**config.mk**
```make
export PLATFORM = sky130hd
export DESIGN_NAME = sbcc_cmd
export DESIGN_NICKNAME = d
export VERILOG_FILES = /design/src/sbcc_pkg.sv /design/src/sbcc_cmd.sv
export SDC_FILE = /design/constraint.sdc
export NUM_CORES = 1
export LEC_CHECK = 0
export BUFFER_PORTS_ARGS = -buffer_cell sky130_fd_sc_hd__buf_2
export CAP_MARGIN = 20
export CORE_MARGIN = 10
export CORE_UTILIZATION = 40
export DETAILED_ROUTE_END_ITERATION = 16
export PLACE_DENSITY = 0.89
export SLEW_MARGIN = 25
export SYNTH_ARGS = -nofsm -noshare
export SYNTH_HDL_FRONTEND = slang
export SYNTH_SLANG_ARGS = --single-unit
```
**constraint.sdc**
```tcl
create_clock -name clk -period 1.7 [get_ports clk]
set_clock_uncertainty 0.05 [all_clocks]
set_input_delay 0.255 -clock clk [delete_from_list [all_inputs] [get_ports clk]]
set_output_delay 0.255 -clock clk [all_outputs]
set_load 0.005 [all_outputs]
```
**src/sbcc_pkg.sv**
```systemverilog
// constants and types for the secondary bus command control block
package sbcc_pkg;

    // configuration dword holding the command half and the status half
    localparam logic [11:0] SBCC_CMD_OFFSET     = 12'h044;
    localparam logic [15:0] SBCC_CMD_RESET      = 16'h0000;
    localparam logic [15:0] SBCC_CMD_WR_MASK    = 16'h0547;

    // command field positions
    localparam int SBCC_IO_EN_BIT      = 0;
    localparam int SBCC_MEM_EN_BIT     = 1;
    localparam int SBCC_BUS_MASTER_BIT = 2;
    localparam int SBCC_SPEC_CYC_BIT   = 3;
    localparam int SBCC_MWI_EN_BIT     = 4;
    localparam int SBCC_PAL_SNOOP_BIT  = 5;
    localparam int SBCC_PAR_RESP_BIT   = 6;
    localparam int SBCC_WAIT_CYC_BIT   = 7;
    localparam int SBCC_SERR_EN_BIT    = 8;
    localparam int SBCC_FAST_B2B_BIT   = 9;
    localparam int SBCC_INT_DIS_BIT    = 10;

    // status half: master data parity error flag, write one to clear
    localparam int   SBCC_MDPE_BIT     = 24;
    localparam logic SBCC_MDPE_RESET   = 1'b0;

    // configuration access request
    typedef struct packed {
        logic        req;
        logic        we;
        logic [11:0] addr;
        logic [3:0]  be;
        logic [31:0] wdata;
    } sbcc_cfg_req_t;

    // configuration read answer
    typedef struct packed {
        logic        valid;
        logic [31:0] rdata;
    } sbcc_cfg_rsp_t;

    // secondary-side gates driven by the command half
    typedef struct packed {
        logic io_respond;
        logic mem_rd_respond;
        logic master_en;
        logic split_cpl_en;
        logic special_cyc_respond;
        logic mwi_originate;
        logic palette_snoop;
        logic err_msg_send;
        logic serr_drive;
        logic intx_assert;
    } sbcc_gate_t;

endpackage : sbcc_pkg

```
**src/sbcc_cmd.sv**
```systemverilog
// secondary bus command register with its gating of secondary-side behaviour
//
// Behaviour
// - io decode clear blocks secondary io response
// - memory enable gates secondary memory reads
// - bus master clear stops io and memory initiate and respond; mwi origination is not gated by it
// - reverse pci-x may always issue split completions
// - special cycle bit zero, never respond
// - mwi bit zero, only forwarded mwi
// - palette snoop bit zero, snoops ignored
// - parity enable gates master parity flag
// - wait cycle control reads zero
// - serr enable gates error messages or serr
// - fast back-to-back bit reads zero
// - interrupt disable blocks and releases intx
// - parity flag is write-one-to-clear, enable qualified
`timescale 1ns/100ps
`default_nettype none

module sbcc_cmd (
    input  wire logic                   clk,
    input  wire logic                   rst_n,
    input  wire sbcc_pkg::sbcc_cfg_req_t cfg_req,
    output var  sbcc_pkg::sbcc_cfg_rsp_t cfg_rsp,
    input  wire logic                   reverse_mode,
    input  wire logic                   pcix_mode,
    input  wire logic                   fwd_mwi_req,
    input  wire logic                   parity_event,
    input  wire logic                   err_event,
    input  wire logic                   intx_pending,
    output var  sbcc_pkg::sbcc_gate_t    gate
);
    import sbcc_pkg::*;

    // register state
    logic        io_en_q;
    logic        mem_en_q;
    logic        bme_q;
    logic        par_resp_q;
    logic        serr_en_q;
    logic        int_dis_q;
    logic        mdpe_q;
    logic        mdpe_d;

    // request decode
    logic        hit;
    logic        rd_hit;
    logic        wr_lo;
    logic        wr_hi;
    logic        clr_mdpe;
    logic        set_mdpe;
    logic        rev_pcix;
    logic [15:0] wdata_lo;
    logic [31:0] rd_word;

    // read answer flops
    logic        rsp_valid_q;
    logic [31:0] rsp_data_q;

    // one flop per secondary-side gate
    logic        io_resp_q;
    logic        mem_rd_q;
    logic        master_q;
    logic        split_q;
    logic        spec_cyc_q;
    logic        mwi_q;
    logic        snoop_q;
    logic        err_msg_q;
    logic        serr_q;
    logic        intx_q;

    assign hit      = cfg_req.req && (cfg_req.addr == SBCC_CMD_OFFSET);
    assign rd_hit   = hit && !cfg_req.we;
    assign wdata_lo = cfg_req.wdata[15:0];
    assign wr_lo    = hit && cfg_req.we && cfg_req.be[0];
    assign wr_hi    = hit && cfg_req.we && cfg_req.be[1];
    assign clr_mdpe = hit && cfg_req.we && cfg_req.be[3]
                      && cfg_req.wdata[SBCC_MDPE_BIT];

    assign rev_pcix = reverse_mode && pcix_mode;
    // parity condition only counts while its response enable is on
    assign set_mdpe = parity_event && par_resp_q;

    // each enable has its own flop; read-only bits have no storage,
    // so no write can ever make them read back as one
    always_ff @(posedge clk or negedge rst_n) begin
        if (!rst_n) begin
            io_en_q <= SBCC_CMD_RESET[SBCC_IO_EN_BIT];
        end else if (wr_lo) begin
            io_en_q <= wdata_lo[SBCC_IO_EN_BIT];
        end
    end

    always_ff @(posedge clk or negedge rst_n) begin
        if (!rst_n) begin
            mem_en_q <= SBCC_CMD_RESET[SBCC_MEM_EN_BIT];
        end else if (wr_lo) begin
            mem_en_q <= wdata_lo[SBCC_MEM_EN_BIT];
        end
    end

    always_ff @(posedge clk or negedge rst_n) begin
        if (!rst_n) begin
            bme_q <= SBCC_CMD_RESET[SBCC_BUS_MASTER_BIT];
        end else if (wr_lo) begin
            bme_q <= wdata_lo[SBCC_BUS_MASTER_BIT];
        end
    end

    always_ff @(posedge clk or negedge rst_n) begin
        if (!rst_n) begin
            par_resp_q <= SBCC_CMD_RESET[SBCC_PAR_RESP_BIT];
        end else if (wr_lo) begin
            par_resp_q <= wdata_lo[SBCC_PAR_RESP_BIT];
        end
    end

    always_ff @(posedge clk or negedge rst_n) begin
        if (!rst_n) begin
            serr_en_q <= SBCC_CMD_RESET[SBCC_SERR_EN_BIT];
        end else if (wr_hi) begin
            serr_en_q <= wdata_lo[SBCC_SERR_EN_BIT];
        end
    end

    always_ff @(posedge clk or negedge rst_n) begin
        if (!rst_n) begin
            int_dis_q <= SBCC_CMD_RESET[SBCC_INT_DIS_BIT];
        end else if (wr_hi) begin
            int_dis_q <= wdata_lo[SBCC_INT_DIS_BIT];
        end
    end

    // set wins over a clear landing in the same cycle, so an error that
    // races the software clear is never lost
    always_comb begin
        mdpe_d = mdpe_q;
        if (set_mdpe) begin
            mdpe_d = 1'b1;
        end else if (clr_mdpe) begin
            mdpe_d = 1'b0;
        end
    end

    always_ff @(posedge clk or negedge rst_n) begin
        if (!rst_n) begin
            mdpe_q <= SBCC_MDPE_RESET;
        end else begin
            mdpe_q <= mdpe_d;
        end
    end

    // read word: implemented bits placed by name, everything else zero;
    // the status half carries only the parity flag
    always_comb begin
        rd_word                      = '0;
        rd_word[SBCC_IO_EN_BIT]      = io_en_q;
        rd_word[SBCC_MEM_EN_BIT]     = mem_en_q;
        rd_word[SBCC_BUS_MASTER_BIT] = bme_q;
        rd_word[SBCC_SPEC_CYC_BIT]   = 1'b0;
        rd_word[SBCC_MWI_EN_BIT]     = 1'b0;
        rd_word[SBCC_PAL_SNOOP_BIT]  = 1'b0;
        rd_word[SBCC_PAR_RESP_BIT]   = par_resp_q;
        rd_word[SBCC_WAIT_CYC_BIT]   = 1'b0;
        rd_word[SBCC_SERR_EN_BIT]    = serr_en_q;
        rd_word[SBCC_FAST_B2B_BIT]   = 1'b0;
        rd_word[SBCC_INT_DIS_BIT]    = int_dis_q;
        rd_word[SBCC_MDPE_BIT]       = mdpe_q;
    end

    // read answer one cycle after the request; unmapped offsets read zero
    // but are still answered, so software never waits on a hole
    always_ff @(posedge clk or negedge rst_n) begin
        if (!rst_n) begin
            rsp_valid_q <= 1'b0;
        end else begin
            rsp_valid_q <= cfg_req.req && !cfg_req.we;
        end
    end

    // data held at zero outside its cycle so a stale word never leaks
    always_ff @(posedge clk or negedge rst_n) begin
        if (!rst_n) begin
            rsp_data_q <= '0;
        end else if (rd_hit) begin
            rsp_data_q <= rd_word;
        end else begin
            rsp_data_q <= '0;
        end
    end

    assign cfg_rsp = '{valid: rsp_valid_q, rdata: rsp_data_q};

    // io response needs both its decode enable and bus mastering
    always_ff @(posedge clk or negedge rst_n) begin
        if (!rst_n) begin
            io_resp_q <= 1'b0;
        end else begin
            io_resp_q <= io_en_q && bme_q;
        end
    end

    // memory reads pair their enable with bus mastering the same way
    always_ff @(posedge clk or negedge rst_n) begin
        if (!rst_n) begin
            mem_rd_q <= 1'b0;
        end else begin
            mem_rd_q <= mem_en_q && bme_q;
        end
    end

    // forwarding memory and io as a master on the secondary side
    always_ff @(posedge clk or negedge rst_n) begin
        if (!rst_n) begin
            master_q <= 1'b0;
        end else begin
            master_q <= bme_q;
        end
    end

    // a reverse bridge on pci-x may return split completions even while
    // bus mastering is off, or its requesters would wait forever
    always_ff @(posedge clk or negedge rst_n) begin
        if (!rst_n) begin
            split_q <= 1'b0;
        end else begin
            split_q <= bme_q || rev_pcix;
        end
    end

    // special cycles are never claimed as a target
    always_ff @(posedge clk or negedge rst_n) begin
        if (!rst_n) begin
            spec_cyc_q <= 1'b0;
        end else begin
            spec_cyc_q <= 1'b0;
        end
    end

    // only a forwarded mwi may go out, and never in pci-x mode
    always_ff @(posedge clk or negedge rst_n) begin
        if (!rst_n) begin
            mwi_q <= 1'b0;
        end else begin
            mwi_q <= fwd_mwi_req && !pcix_mode;
        end
    end

    // palette snoops on the secondary side are ignored
    always_ff @(posedge clk or negedge rst_n) begin
        if (!rst_n) begin
            snoop_q <= 1'b0;
        end else begin
            snoop_q <= 1'b0;
        end
    end

    // forward mode reports errors upstream as messages
    always_ff @(posedge clk or negedge rst_n) begin
        if (!rst_n) begin
            err_msg_q <= 1'b0;
        end else begin
            err_msg_q <= err_event && !reverse_mode
                         && serr_en_q;
        end
    end

    // reverse mode signals errors on the secondary error pin
    always_ff @(posedge clk or negedge rst_n) begin
        if (!rst_n) begin
            serr_q <= 1'b0;
        end else begin
            serr_q <= err_event && reverse_mode
                      && serr_en_q;
        end
    end

    // setting the disable drops an already asserted line next edge
    always_ff @(posedge clk or negedge rst_n) begin
        if (!rst_n) begin
            intx_q <= 1'b0;
        end else begin
            intx_q <= intx_pending && !int_dis_q;
        end
    end

    // the gate bundle is pure wiring of the flops above
    assign gate = '{
        io_respond:          io_resp_q,
        mem_rd_respond:      mem_rd_q,
        master_en:           master_q,
        split_cpl_en:        split_q,
        special_cyc_respond: spec_cyc_q,
        mwi_originate:       mwi_q,
        palette_snoop:       snoop_q,
        err_msg_send:        err_msg_q,
        serr_drive:          serr_q,
        intx_assert:         intx_q
    };

endmodule : sbcc_cmd

`default_nettype wire

```
Word-level counts from Yosys, hierarchy flattened
Cells that the tools add are included.

storage, ports and cells
  register bits = 48
  bits in latches = 0
  bits in writable memories = 0
  memory bits (read-only) = 0
  bits of input ports = 58
  output and inout bits = 43
  word-level logic and storage cells = 45
  memories kept = 0

operators by class
  add/sub/neg operators = 0
  $mul = 0
  div/mod/pow operators = 0
  magnitude comparators = 0
  equal/unequal tests = 1
  shifts and indexed selects = 0
  muxes and demuxes = 3
  bitwise gates (word level) = 0
  reductions and logical operators = 24

operator list
  operator                                                                number
  25-bit 2-to-1 mux                                                       1
  1-bit logical AND                                                       18
  12-bit by 7-bit equality test with 1-bit output, second input constant  1
  1-bit zero test                                                         4
  1-bit 2-to-1 mux                                                        2
  2-bit nonzero test                                                      1
  1-bit logical OR                                                        1

Logic depth before layout (Yosys ltp)
Gate-level depths: netlist (run 1).

  word-level depth = 7
  depth in mapped cells = 4
  mapped depth without buffers = 3

Worst setup path after synthesis (run 1)
Ideal clock, no wire load.

  kind = input -> register
  from = input cfg_req[37] (netlist bit)
  to = register mdpe_q
  setup time = 0.126 ns
  arrival = 1.766 ns
  required time = 1.524 ns
  setup slack = -0.242 ns
  cell stages on the path = 4
  buffers on the path = 1
  path through = or4b_4 or4_4 buf_6 a221o_1

between the ends
  cells in the longest elaborated chain, start to end = 6

ends and longest elaborated chain
  what                                             RTL line         source
  from (decl)                                      sbcc_cmd.sv:23   input wire sbcc_pkg::sbcc_cfg_req_t cfg_req,
  12-bit by 7-bit equality test with 1-bit output  sbcc_cmd.sv:72   assign hit = cfg_req.req && (cfg_req.addr == SBCC_CMD_OFFSET);
  1-bit logical AND                                sbcc_cmd.sv:72
  1-bit logical AND (2 in series)                  sbcc_cmd.sv:77   assign clr_mdpe = hit && cfg_req.we && cfg_req.be[3]
  1-bit logical AND                                sbcc_cmd.sv:78   && cfg_req.wdata[SBCC_MDPE_BIT];
  2-bit nonzero test (no line)                     n/a
  to (signal assigned)                             sbcc_cmd.sv:149  mdpe_q <= mdpe_d;
  to (decl)                                        sbcc_cmd.sv:42   logic mdpe_q;

Every way passes these cells.
A chain may end at the register's enable or synchronous reset.

Worst setup path after layout (run 1)
  from = input cfg_req[46] (netlist bit)
  to = register rsp_data_q[1]

between the ends
  cells in the longest elaborated chain, start to end = 4

ends and longest elaborated chain
  what                                             RTL line         source
  12-bit by 7-bit equality test with 1-bit output  sbcc_cmd.sv:72
  1-bit logical AND                                sbcc_cmd.sv:72
  1-bit logical AND                                sbcc_cmd.sv:73   assign rd_hit = hit && !cfg_req.we;
  25-bit 2-to-1 mux                                sbcc_cmd.sv:185  end else if (rd_hit) begin
  to (signal assigned)                             sbcc_cmd.sv:186  rsp_data_q <= rd_word;
  to (decl)                                        sbcc_cmd.sv:58   logic [31:0] rsp_data_q;

Every way passes these cells.

==> flow_metrics.tcl, run 1 <==
set metrics [dict create \
    power_per_cell_area_nw_per_um2 682 \
    path_cells "buf_2 > or4_4 > or4_4 > buf_4 > nor3b_1" \
    max_freq_mhz 607 \
    min_period_over_period_pct 97.0 \
    combPwrFrac_pct 9.6 \
    io_pins 101 \
    post_cts_resized 0 \
    totalWireLength_mm 2.47 \
    synthCells 96 \
    hold_class "primary input to register" \
    antenna_found_initial 0 \
    vdd_drop_max_mv 0.472 \
    cts_max_path_buffers 2 \
    drv_cap 0 \
    hold_buffers 1 \
    critical-path-slowest-cell "or4_4" \
    cp_slowest_stage_delay_ns 0.54 \
    avgSynthCellArea_um2 11.8 \
    die_w_um 73.2 \
    worstPathBufferInverterCount 2 \
    start_util_pct 41.4 \
    antennaDiodeCount 0 \
    start_kind "primary input" \
    hold_violations 0 \
    r2r_start "mdpe_q" \
    core.rowCount 19 \
    fin_crit_ns 1.65 \
    synth.largest_area_cell "dfrtp_1" \
    internal-power_uw 675 \
    grt_overflow_total 0 \
    via_per_inst 4.31 \
    ys_seq_area_share_pct 50.8 \
    cts_tree "yes" \
    relSlewSlack_pct 66.6 \
    synth_commonest_cells "buf_4, dfrtp_1, mux2_2, nor3b_1, nor2b_1" \
    startpoint "cfg_req[46]" \
    ys_warn_count 0 \
    final_layout_size_suffix_gt1_share_pct 46.4 \
    seq_power_share_pct 63.0 \
    worstPathMaxFanout 5 \
    crit_top_cell "or4_4" \
    post_synth_num_cell_types 23 \
    switching_share_pct 23.1 \
    dp_hpwl_mm 2.13 \
    synth_ff_type "dfrtp_1" \
    root_buffer "clkbuf_4" \
    clk_pin_slew_ns 0.12 \
    crit_required_ns 1.87 \
    post-route-cell-area_um2 1290 \
    drc_errors 0 \
    place_congestion 0.668 \
    core_region_area_um2 2730 \
    port-buffer-count 47 \
    cts-buffers-inserted 3 \
    crit_type "primary input to register" \
    grt_max_degree 24 \
    worstSkewPairLatency_ns 0.30 \
    cp.arrival_ns 1.82 \
    syn_area_um2 1130 \
    pwr-share-clk_pct 27.4 \
    cts_htree_levels 1 \
    ant_nets 0 \
    status "completed" \
    rsz0062_at_grt "false" \
    endpoint_kind "register" \
    synth-seq-cells 23 \
    synth-async-reset-ratio_pct 100 \
    vias 737 \
    whs_ns 0.0584 \
    routedWlPerCell_um 14.5 \
    synth_edf_count 0 \
    yosysMostFrequentCell "buf_4" \
    drv_slew 0 \
    grt_pass1_vias 847 \
    dieArea_um2 5360 \
    path_delay_family "simple AND/OR/NAND/NOR gates" \
    nets 199 \
    yosysTopAreaCellShare_pct 50.8 \
    die_y_um 73.2 \
    postCtsSetupRepairBufs 0 \
    dpl_cell_area_um2 1250 \
    syn2layout_area_growth_pct 13.6 \
    min-delay-start "pcix_mode" \
    grt_use_total_pct 8.92 \
    cellLeakagePower_uw 0.000739 \
    switchingPower_uw 202 \
    worstMarginPinSlew_ns 0.501 \
    firstDrtPassIters 2 \
    fill_cells 270 \
    clock-sinks 23 \
    grt_pass1_wl_mm 3.85 \
    setup_viol 0 \
    drtIter0Drc 35 \
    synth_area_leaders "dfrtp_1, buf_4, mux2_2" \
]
## power by group through the flow
| stage | logic [µW] | registers, µW | clock network (µW) |
|---|---|---|---|
| finish | 84.4 | 553 | 240 |
| global route | 97.2 | 554 | 282 |
| CTS | 83.1 | 553 | 261 |
| detailed placement | 81.2 | 564 | 0 |
| global placement | 79.4 | 563 | 0 |
| floorplan | 78.4 | 564 | 0 |
## kinds of logic after synthesis
logic type / synth area share, %
and+or+nand+nor: 15.2
AOI/OAI and AO/OA: 2.10
other: 0.331
buffers and inverters: 25.5
DFF: 50.8
muxes: 5.97
## cell usage in the layout (no fill, tap or decap)
cell and count:
inv_1 1, dlygate4sd3_1 1, a31oi_1 1, nor4_1 1, or4b_4 1, nor3b_1 6, nor4_2 1, a221o_1 1
clkinv_2 1, or4_4 2, buf_2 47, buf_4 4, or3_1 1, nand2_1 2, mux2_2 6, dfrtp_1 23
and2_1 2, conb_1 27, and3_1 1, clkbuf_4 3, nor3_1 1, nand4_1 2, nor2_1 1, nor2b_1 3
a21o_1 1
## state kept, by name (all words and copies together), names as in the netlist
signal       flops
par_resp_q       1
int_dis_q        1
master_q         1
serr_en_q        1
mdpe_q           1
mem_rd_q         1
bme_q            1
serr_q           1
split_q          1
rsp_data_q       7
io_en_q          1
intx_q           1
rsp_valid_q      1
mwi_q            1
err_msg_q        1
io_resp_q        1
mem_en_q         1
## cell type report
type | instances | area (µm²) | share of cell area, %
Clock inverter | 1 | 5.00 | 0.389
Multi-Input combinational cell | 60 | 365 | 28.4
Timing Repair Buffer | 52 | 275 | 21.4
Clock buffer | 3 | 22.5 | 1.75
Sequential cell | 23 | 576 | 44.7
Inverter | 1 | 3.75 | 0.292
Tap cell | 31 | 38.8 | 3.02
## through the flow
stage          total power, µW  TNS (ns)  util (%)  worst slack (ns)  std cells
2_1_floorplan              642    -0.774         -            -0.194        122
3_3_place_gp               643     -2.72      45.7            -0.263        166
3_5_place_dp               645     -2.92      45.7            -0.268        166
4_1_cts                    897         0      47.0            0.0606        171
5_1_grt                    933         0      47.0            0.0194        171
6_report                   878         0      47.0            0.0512        171
## path summary, 6_finish.rpt
path / slack (ns) / cells after the start / end
max: 0.05 / 5 / rsp_data_q[1]
min: 0.06 / 2 / mwi_q
max reg2reg: 0.76 / 3 / mdpe_q
min reg2reg: 0.40 / 1 / intx_q
max in group asynchronous: 0.87 / 2 / serr_q
min in group asynchronous: 0.39 / 2 / mem_rd_q
## routing by layer
metal,GRT usage (%),vias to the layer above,share of wire (%)
met3,5.71,0,17
met2,14.9,52,48
li1,-,344,-
met1,9.16,341,36
met4,1.90,0,0
met5,0,-,0
## worst reg2reg max path: stages, from the launching register on
cell and delay [ns]:
dfrtp_1 0.40, inv_1 0.08, a31oi_1 0.04, a221o_1 0.27
Power figures use the tool's default switching activity.
==> run 2: changes to the inputs <==
--- a/config.mk
+++ b/config.mk
@@ -7,7 +7,6 @@
 export LEC_CHECK = 0
 export BUFFER_PORTS_ARGS = -buffer_cell sky130_fd_sc_hd__buf_2
 export CAP_MARGIN = 20
-export CORE_MARGIN = 10
 export CORE_UTILIZATION = 40
 export DETAILED_ROUTE_END_ITERATION = 16
 export PLACE_DENSITY = 0.89
==> constraint.sdc (replaced) <==
create_clock -name clk -period 2.1 [get_ports clk]
set_clock_uncertainty 0.05 [all_clocks]
set_input_delay 0.315 -clock clk [delete_from_list [all_inputs] [get_ports clk]]
set_output_delay 0.315 -clock clk [all_outputs]
set_load 0.005 [all_outputs]
==> flow_metrics.tcl, run 2 (synthesized netlist as in run 1, its figures left out) <==
set metrics [dict create \
    port-buffer-count 47 \
    post_cts_resized 0 \
    r2r_cells 3 \
    hold_violations 0 \
    seq_power_share_pct 63.2 \
    grt_use_total_pct 11.7 \
    rsz0062_at_grt "false" \
    start_kind "primary input" \
    routedWlPerCell_um 10.2 \
    clk_pin_slew_ns 0.11 \
    drv_cap 0 \
    place_congestion 0.744 \
    drc_errors 0 \
    fin_crit_ns 1.73 \
    internal-power_uw 550 \
    switchingPower_uw 158 \
    drtIter0Drc 1 \
    syn2layout_area_growth_pct 12.7 \
    final_layout_size_suffix_gt1_share_pct 45.3 \
    r2r_start "mdpe_q" \
    timing.rr.end "mdpe_q" \
    min_period_over_period_pct 82.4 \
    busiest_layer "met2" \
    drv_slew 0 \
    cts_max_path_buffers 2 \
    layout_commonest_cell "buf_2" \
    status "completed" \
    max_freq_mhz 578 \
    rrSetupSlack_ns 1.14 \
    hold_class "primary input to register" \
    pre_cts_ws_ns 0.0247 \
    core_region_area_um2 2570 \
    fin_ws_ns 0.369 \
    cp.arrival_ns 1.91 \
    cellLeakagePower_uw 0.000732 \
    vias 751 \
    dieArea_um2 3050 \
    core.rowCount 18 \
    firstDrtPassIters 3 \
    power_per_cell_area_nw_per_um2 555 \
    pwr-share-clk_pct 27.5 \
    holdPathStages 2 \
    crit_required_ns 2.28 \
    grt_pass1_vias 692 \
    die_w_um 55.2 \
    vdd_drop_max_mv 0.288 \
    worstPathMaxFanout 5 \
    cts_tree "yes" \
    mostFrequentLayoutCells "buf_2, conb_1, dfrtp_1, nor3b_1, mux2_2" \
    dp_hpwl_mm 1.42 \
    grt_overflow_total 0 \
    worstSkewPairLatency_ns 0.30 \
    crit_type "primary input to register" \
    antennaDiodeCount 0 \
    largest_reg_flops 7 \
    switching_share_pct 22.3 \
    cts-buffers-inserted 3 \
    endpoint_kind "register" \
    min-delay-start "pcix_mode" \
    hold_end "mwi_q" \
    setup_viol 0 \
    antenna_found_initial 0 \
    ant_nets 0 \
    totalWireLength_mm 1.73 \
    root_buffer "clkbuf_4" \
    fin_tns_setup_ns 0 \
    utilization_pct 49.7 \
    grt_pass1_wl_mm 2.76 \
    largest_register "rsp_data_q" \
    clock-sinks 23 \
    grt_max_degree 24 \
    use_met3_pct 3.04 \
    start_util_pct 44.1 \
    io_pins 101 \
    nets 198 \
    met2_usage_pct 21.5 \
    die_y_um 55.2 \
    combPwrFrac_pct 9.3 \
    cts_htree_levels 1 \
    grtUsageMet1_pct 11.9 \
    via_per_inst 4.44 \
]
run 2: cell types whose count changed in the layout (fill, tap and decap cells not counted):
cell | previous run | this run
clkinv_2 | 1 | 0
clkbuf_1 | 0 | 1
buf_4 | 4 | 3
run 2: layer usage:
| layer | share of wire, % | wire length [µm] |
|---|---|---|
| met5 | 0 | 0 |
| met4 | 1.5 | 26 |
| met3 | 11 | 197 |
| met2 | 53 | 917 |
| met1 | 34 | 590 |
run 2: stage by stage:
stage	hold slack (ns)	power [µW]	cell area (µm²)	std cells
2_1_floorplan	-0.0306	520	1230	122
3_3_place_gp	0.237	519	1240	164
3_5_place_dp	0.256	522	1240	164
4_1_cts	0.102	718	1280	169
5_1_grt	0.104	742	1280	169
6_report	0.109	708	1280	169
run 2: cell type report:
cell class              count  area (µm²)
fillers                   252        1290
flip-flops and latches     23         576
multi-input cells          60         365
repair buffers             51         268
well taps                  30        37.5
clock buffers               4        26.3
inverters                   1        3.75
run 2: worst max-delay path by stage:
stage,startpoint,end,slack (ns),cells past startpoint
2_1_floorplan,cfg_req[37],mdpe_q,0.1,4
3_3_place_gp,cfg_req[37],rsp_data_q[0],0.06,5
3_5_place_dp,cfg_req[37],rsp_data_q[0],0.02,5
4_1_cts,cfg_req[37],rsp_data_q[0],0.36,5
5_1_grt,cfg_req[37],rsp_data_q[1],0.30,5
6_report,cfg_req[37],rsp_data_q[1],0.37,5
run 2: worst max-delay path: stages:
cell     delay [ns]
buf_2          0.10
or4b_4         0.54
or4_4          0.58
buf_4          0.18
nor3b_1        0.20
run 2: power groups by stage:
stage                     Sequential (µW)  Combinational [µW]  Clock (µW)
after floorplan                       456                63.5           0
after global routing                  448                76.0         218
final                                 448                66.2         194
after CTS                             448                67.1         203
after global placement                456                62.9           0
after detailed placement              456                65.5           0
run 2: timing repair:
item | in CTS | in global routing
endpoints found under the hold margin | 23 | 0
hold buffers | 1 | 0
setup endpoints to repair | 0 | 0
buffers inserted | 0 | 0
==> run 3: changes to the inputs <==
--- a/config.mk
+++ b/config.mk
@@ -7,9 +7,9 @@
 export LEC_CHECK = 0
 export BUFFER_PORTS_ARGS = -buffer_cell sky130_fd_sc_hd__buf_2
 export CAP_MARGIN = 20
-export CORE_UTILIZATION = 40
+export CORE_UTILIZATION = 33
 export DETAILED_ROUTE_END_ITERATION = 16
-export PLACE_DENSITY = 0.89
+export PLACE_DENSITY = 0.79
 export SLEW_MARGIN = 25
 export SYNTH_ARGS = -nofsm -noshare
 export SYNTH_HDL_FRONTEND = slang
==> constraint.sdc (replaced) <==
create_clock -name clk -period 1.4 [get_ports clk]
set_clock_uncertainty 0.05 [all_clocks]
set_input_delay 0.21 -clock clk [delete_from_list [all_inputs] [get_ports clk]]
set_output_delay 0.21 -clock clk [all_outputs]
set_load 0.005 [all_outputs]
==> flow_metrics.tcl, run 3 (synthesized netlist as in run 1, its figures left out) <==
set metrics [dict create \
    core_region_area_um2 3150 \
    fin_tns_setup_ns -1.39 \
    rsz0062_at_grt "true" \
    pwr-share-clk_pct 26.6 \
    combPwrFrac_pct 11.0 \
    largest_register "rsp_data_q" \
    dp_hpwl_mm 1.52 \
    cts-buffers-inserted 3 \
    drc_errors 0 \
    hold_violations 0 \
    layout_commonest_cell "buf_2" \
    grt_use_total_pct 11.3 \
    mostFrequentLayoutCells "buf_2, conb_1, dfrtp_1, nor3b_2, buf_4" \
    cts_tree "yes" \
    min-delay-start "err_event" \
    cp_slowest_stage_delay_ns 0.55 \
    power_per_cell_area_nw_per_um2 759 \
    fin_crit_ns 1.57 \
    pre_cts_ws_ns -0.520 \
    root_buffer "clkbuf_4" \
    hold_class "primary input to register" \
    cts_htree_levels 1 \
    nets 204 \
    worstSkewPairLatency_ns 0.30 \
    violations "negative setup slack" \
    critical-path-slowest-cell "or4_4" \
    die_y_um 60.6 \
    status "complete, but fails checks" \
    syn2layout_area_growth_pct 25.2 \
    drv_cap 0 \
    grt_pass1_vias 693 \
    drv_slew 0 \
    min_period_over_period_pct 112 \
    internal-power_uw 833 \
    cts_max_path_buffers 2 \
    totalWireLength_mm 1.96 \
    antenna_found_initial 0 \
    vias 757 \
    routedWlPerCell_um 10.4 \
    ant_nets 0 \
    drtIter0Drc 13 \
    place_congestion 0.779 \
    largest_reg_flops 7 \
    grt_max_degree 24 \
    cellLeakagePower_uw 0.000771 \
    max_freq_mhz 638 \
    grt_pass1_wl_mm 3.02 \
    path_cells "buf_6 > or4_4 > or4_4 > a221o_1" \
    setup_viol 14 \
    clk_pin_slew_ns 0.12 \
    endpoint_kind "register" \
    start_kind "primary input" \
    clock-sinks 23 \
    port-buffer-count 47 \
    fin_ws_ns -0.167 \
    start_util_pct 35.9 \
    crit_type "primary input to register" \
    core.rowCount 20 \
    switchingPower_uw 243 \
    via_per_inst 4.01 \
    final_layout_size_suffix_gt1_share_pct 51.7 \
    io_pins 101 \
    crit_required_ns 1.54 \
    seq_power_share_pct 62.4 \
    startpoint "cfg_req[45]" \
    dieArea_um2 3670 \
    grt_overflow_total 0 \
    switching_share_pct 22.6 \
    vdd_drop_max_mv 0.254 \
    die_w_um 60.6 \
    postCtsSetupRepairBufs 0 \
    worstPathMaxFanout 3 \
    firstDrtPassIters 3 \
    crit_top_cell "or4_4" \
    r2r_start "mdpe_q" \
    antennaDiodeCount 0 \
    cp.arrival_ns 1.71 \
]
run 3: cell count changes in the layout (fill, tap and decap cells not counted), sizes merged:
cell / change
buf: +4
clkbuf: -1
clkinv: +1
dlygate4sd3: +2
run 3: critical path, delay by kind of cell:
family | cells | cell delay, ns
compound gates | 1 | 0.31
buf+inv | 1 | 0.09
simple gates | 2 | 1.09
run 3: power groups by stage:
stage / clock network (µW) / logic [µW] / registers [µW]
2_1_floorplan: 0 / 95.2 / 684
3_3_place_gp: 0 / 103 / 685
3_5_place_dp: 0 / 105 / 685
4_1_cts: 301 / 112 / 672
5_1_grt: 347 / 135 / 673
6_report: 286 / 118 / 672
run 3: worst paths after layout:
path	end	cells past startpoint	slack (ns)
min reg2reg	intx_q	1	0.41
max	mdpe_q	4	-0.17
min	err_msg_q	3	0.07
max in group asynchronous	rsp_data_q[8]	2	0.62
min in group asynchronous	io_resp_q	2	0.34
max reg2reg	mdpe_q	3	0.39
run 3: area by class of cell:
cell class / count / area (µm²)
clock buffer: 3 / 22.5
clock inverter: 1 / 5.00
fill: 299 / 1740
inverter: 1 / 3.75
multi-input combinational: 60 / 422
sequential: 23 / 576
tap: 44 / 55.1
timing repair buffer: 57 / 334
run 3: metrics by stage:
stage	power, µW	instance area [µm²]	std cells	hold slack [ns]	util (%)
floorplan	780	1230	122	-0.136	-
global placement	788	1290	182	0.145	40.8
detailed placement	790	1290	182	0.149	40.8
CTS	1090	1370	187	0.00410	43.5
global route	1160	1420	189	0.0431	45.0
finish	1080	1420	189	0.0705	45.0
run 3: metal layers:
metal	wire length [µm]	global-route usage, %
met2	1050	19.6
met4	0	2.92
met1	724	13.6
met5	0	0
met3	189	3.41
run 3: what timing repair did:
action	CTS	global route
hold endpoints to repair	23	2
hold buffers	1	2
setup endpoints to repair	14	14
gates resized for setup	10	5
pin swaps	4	5
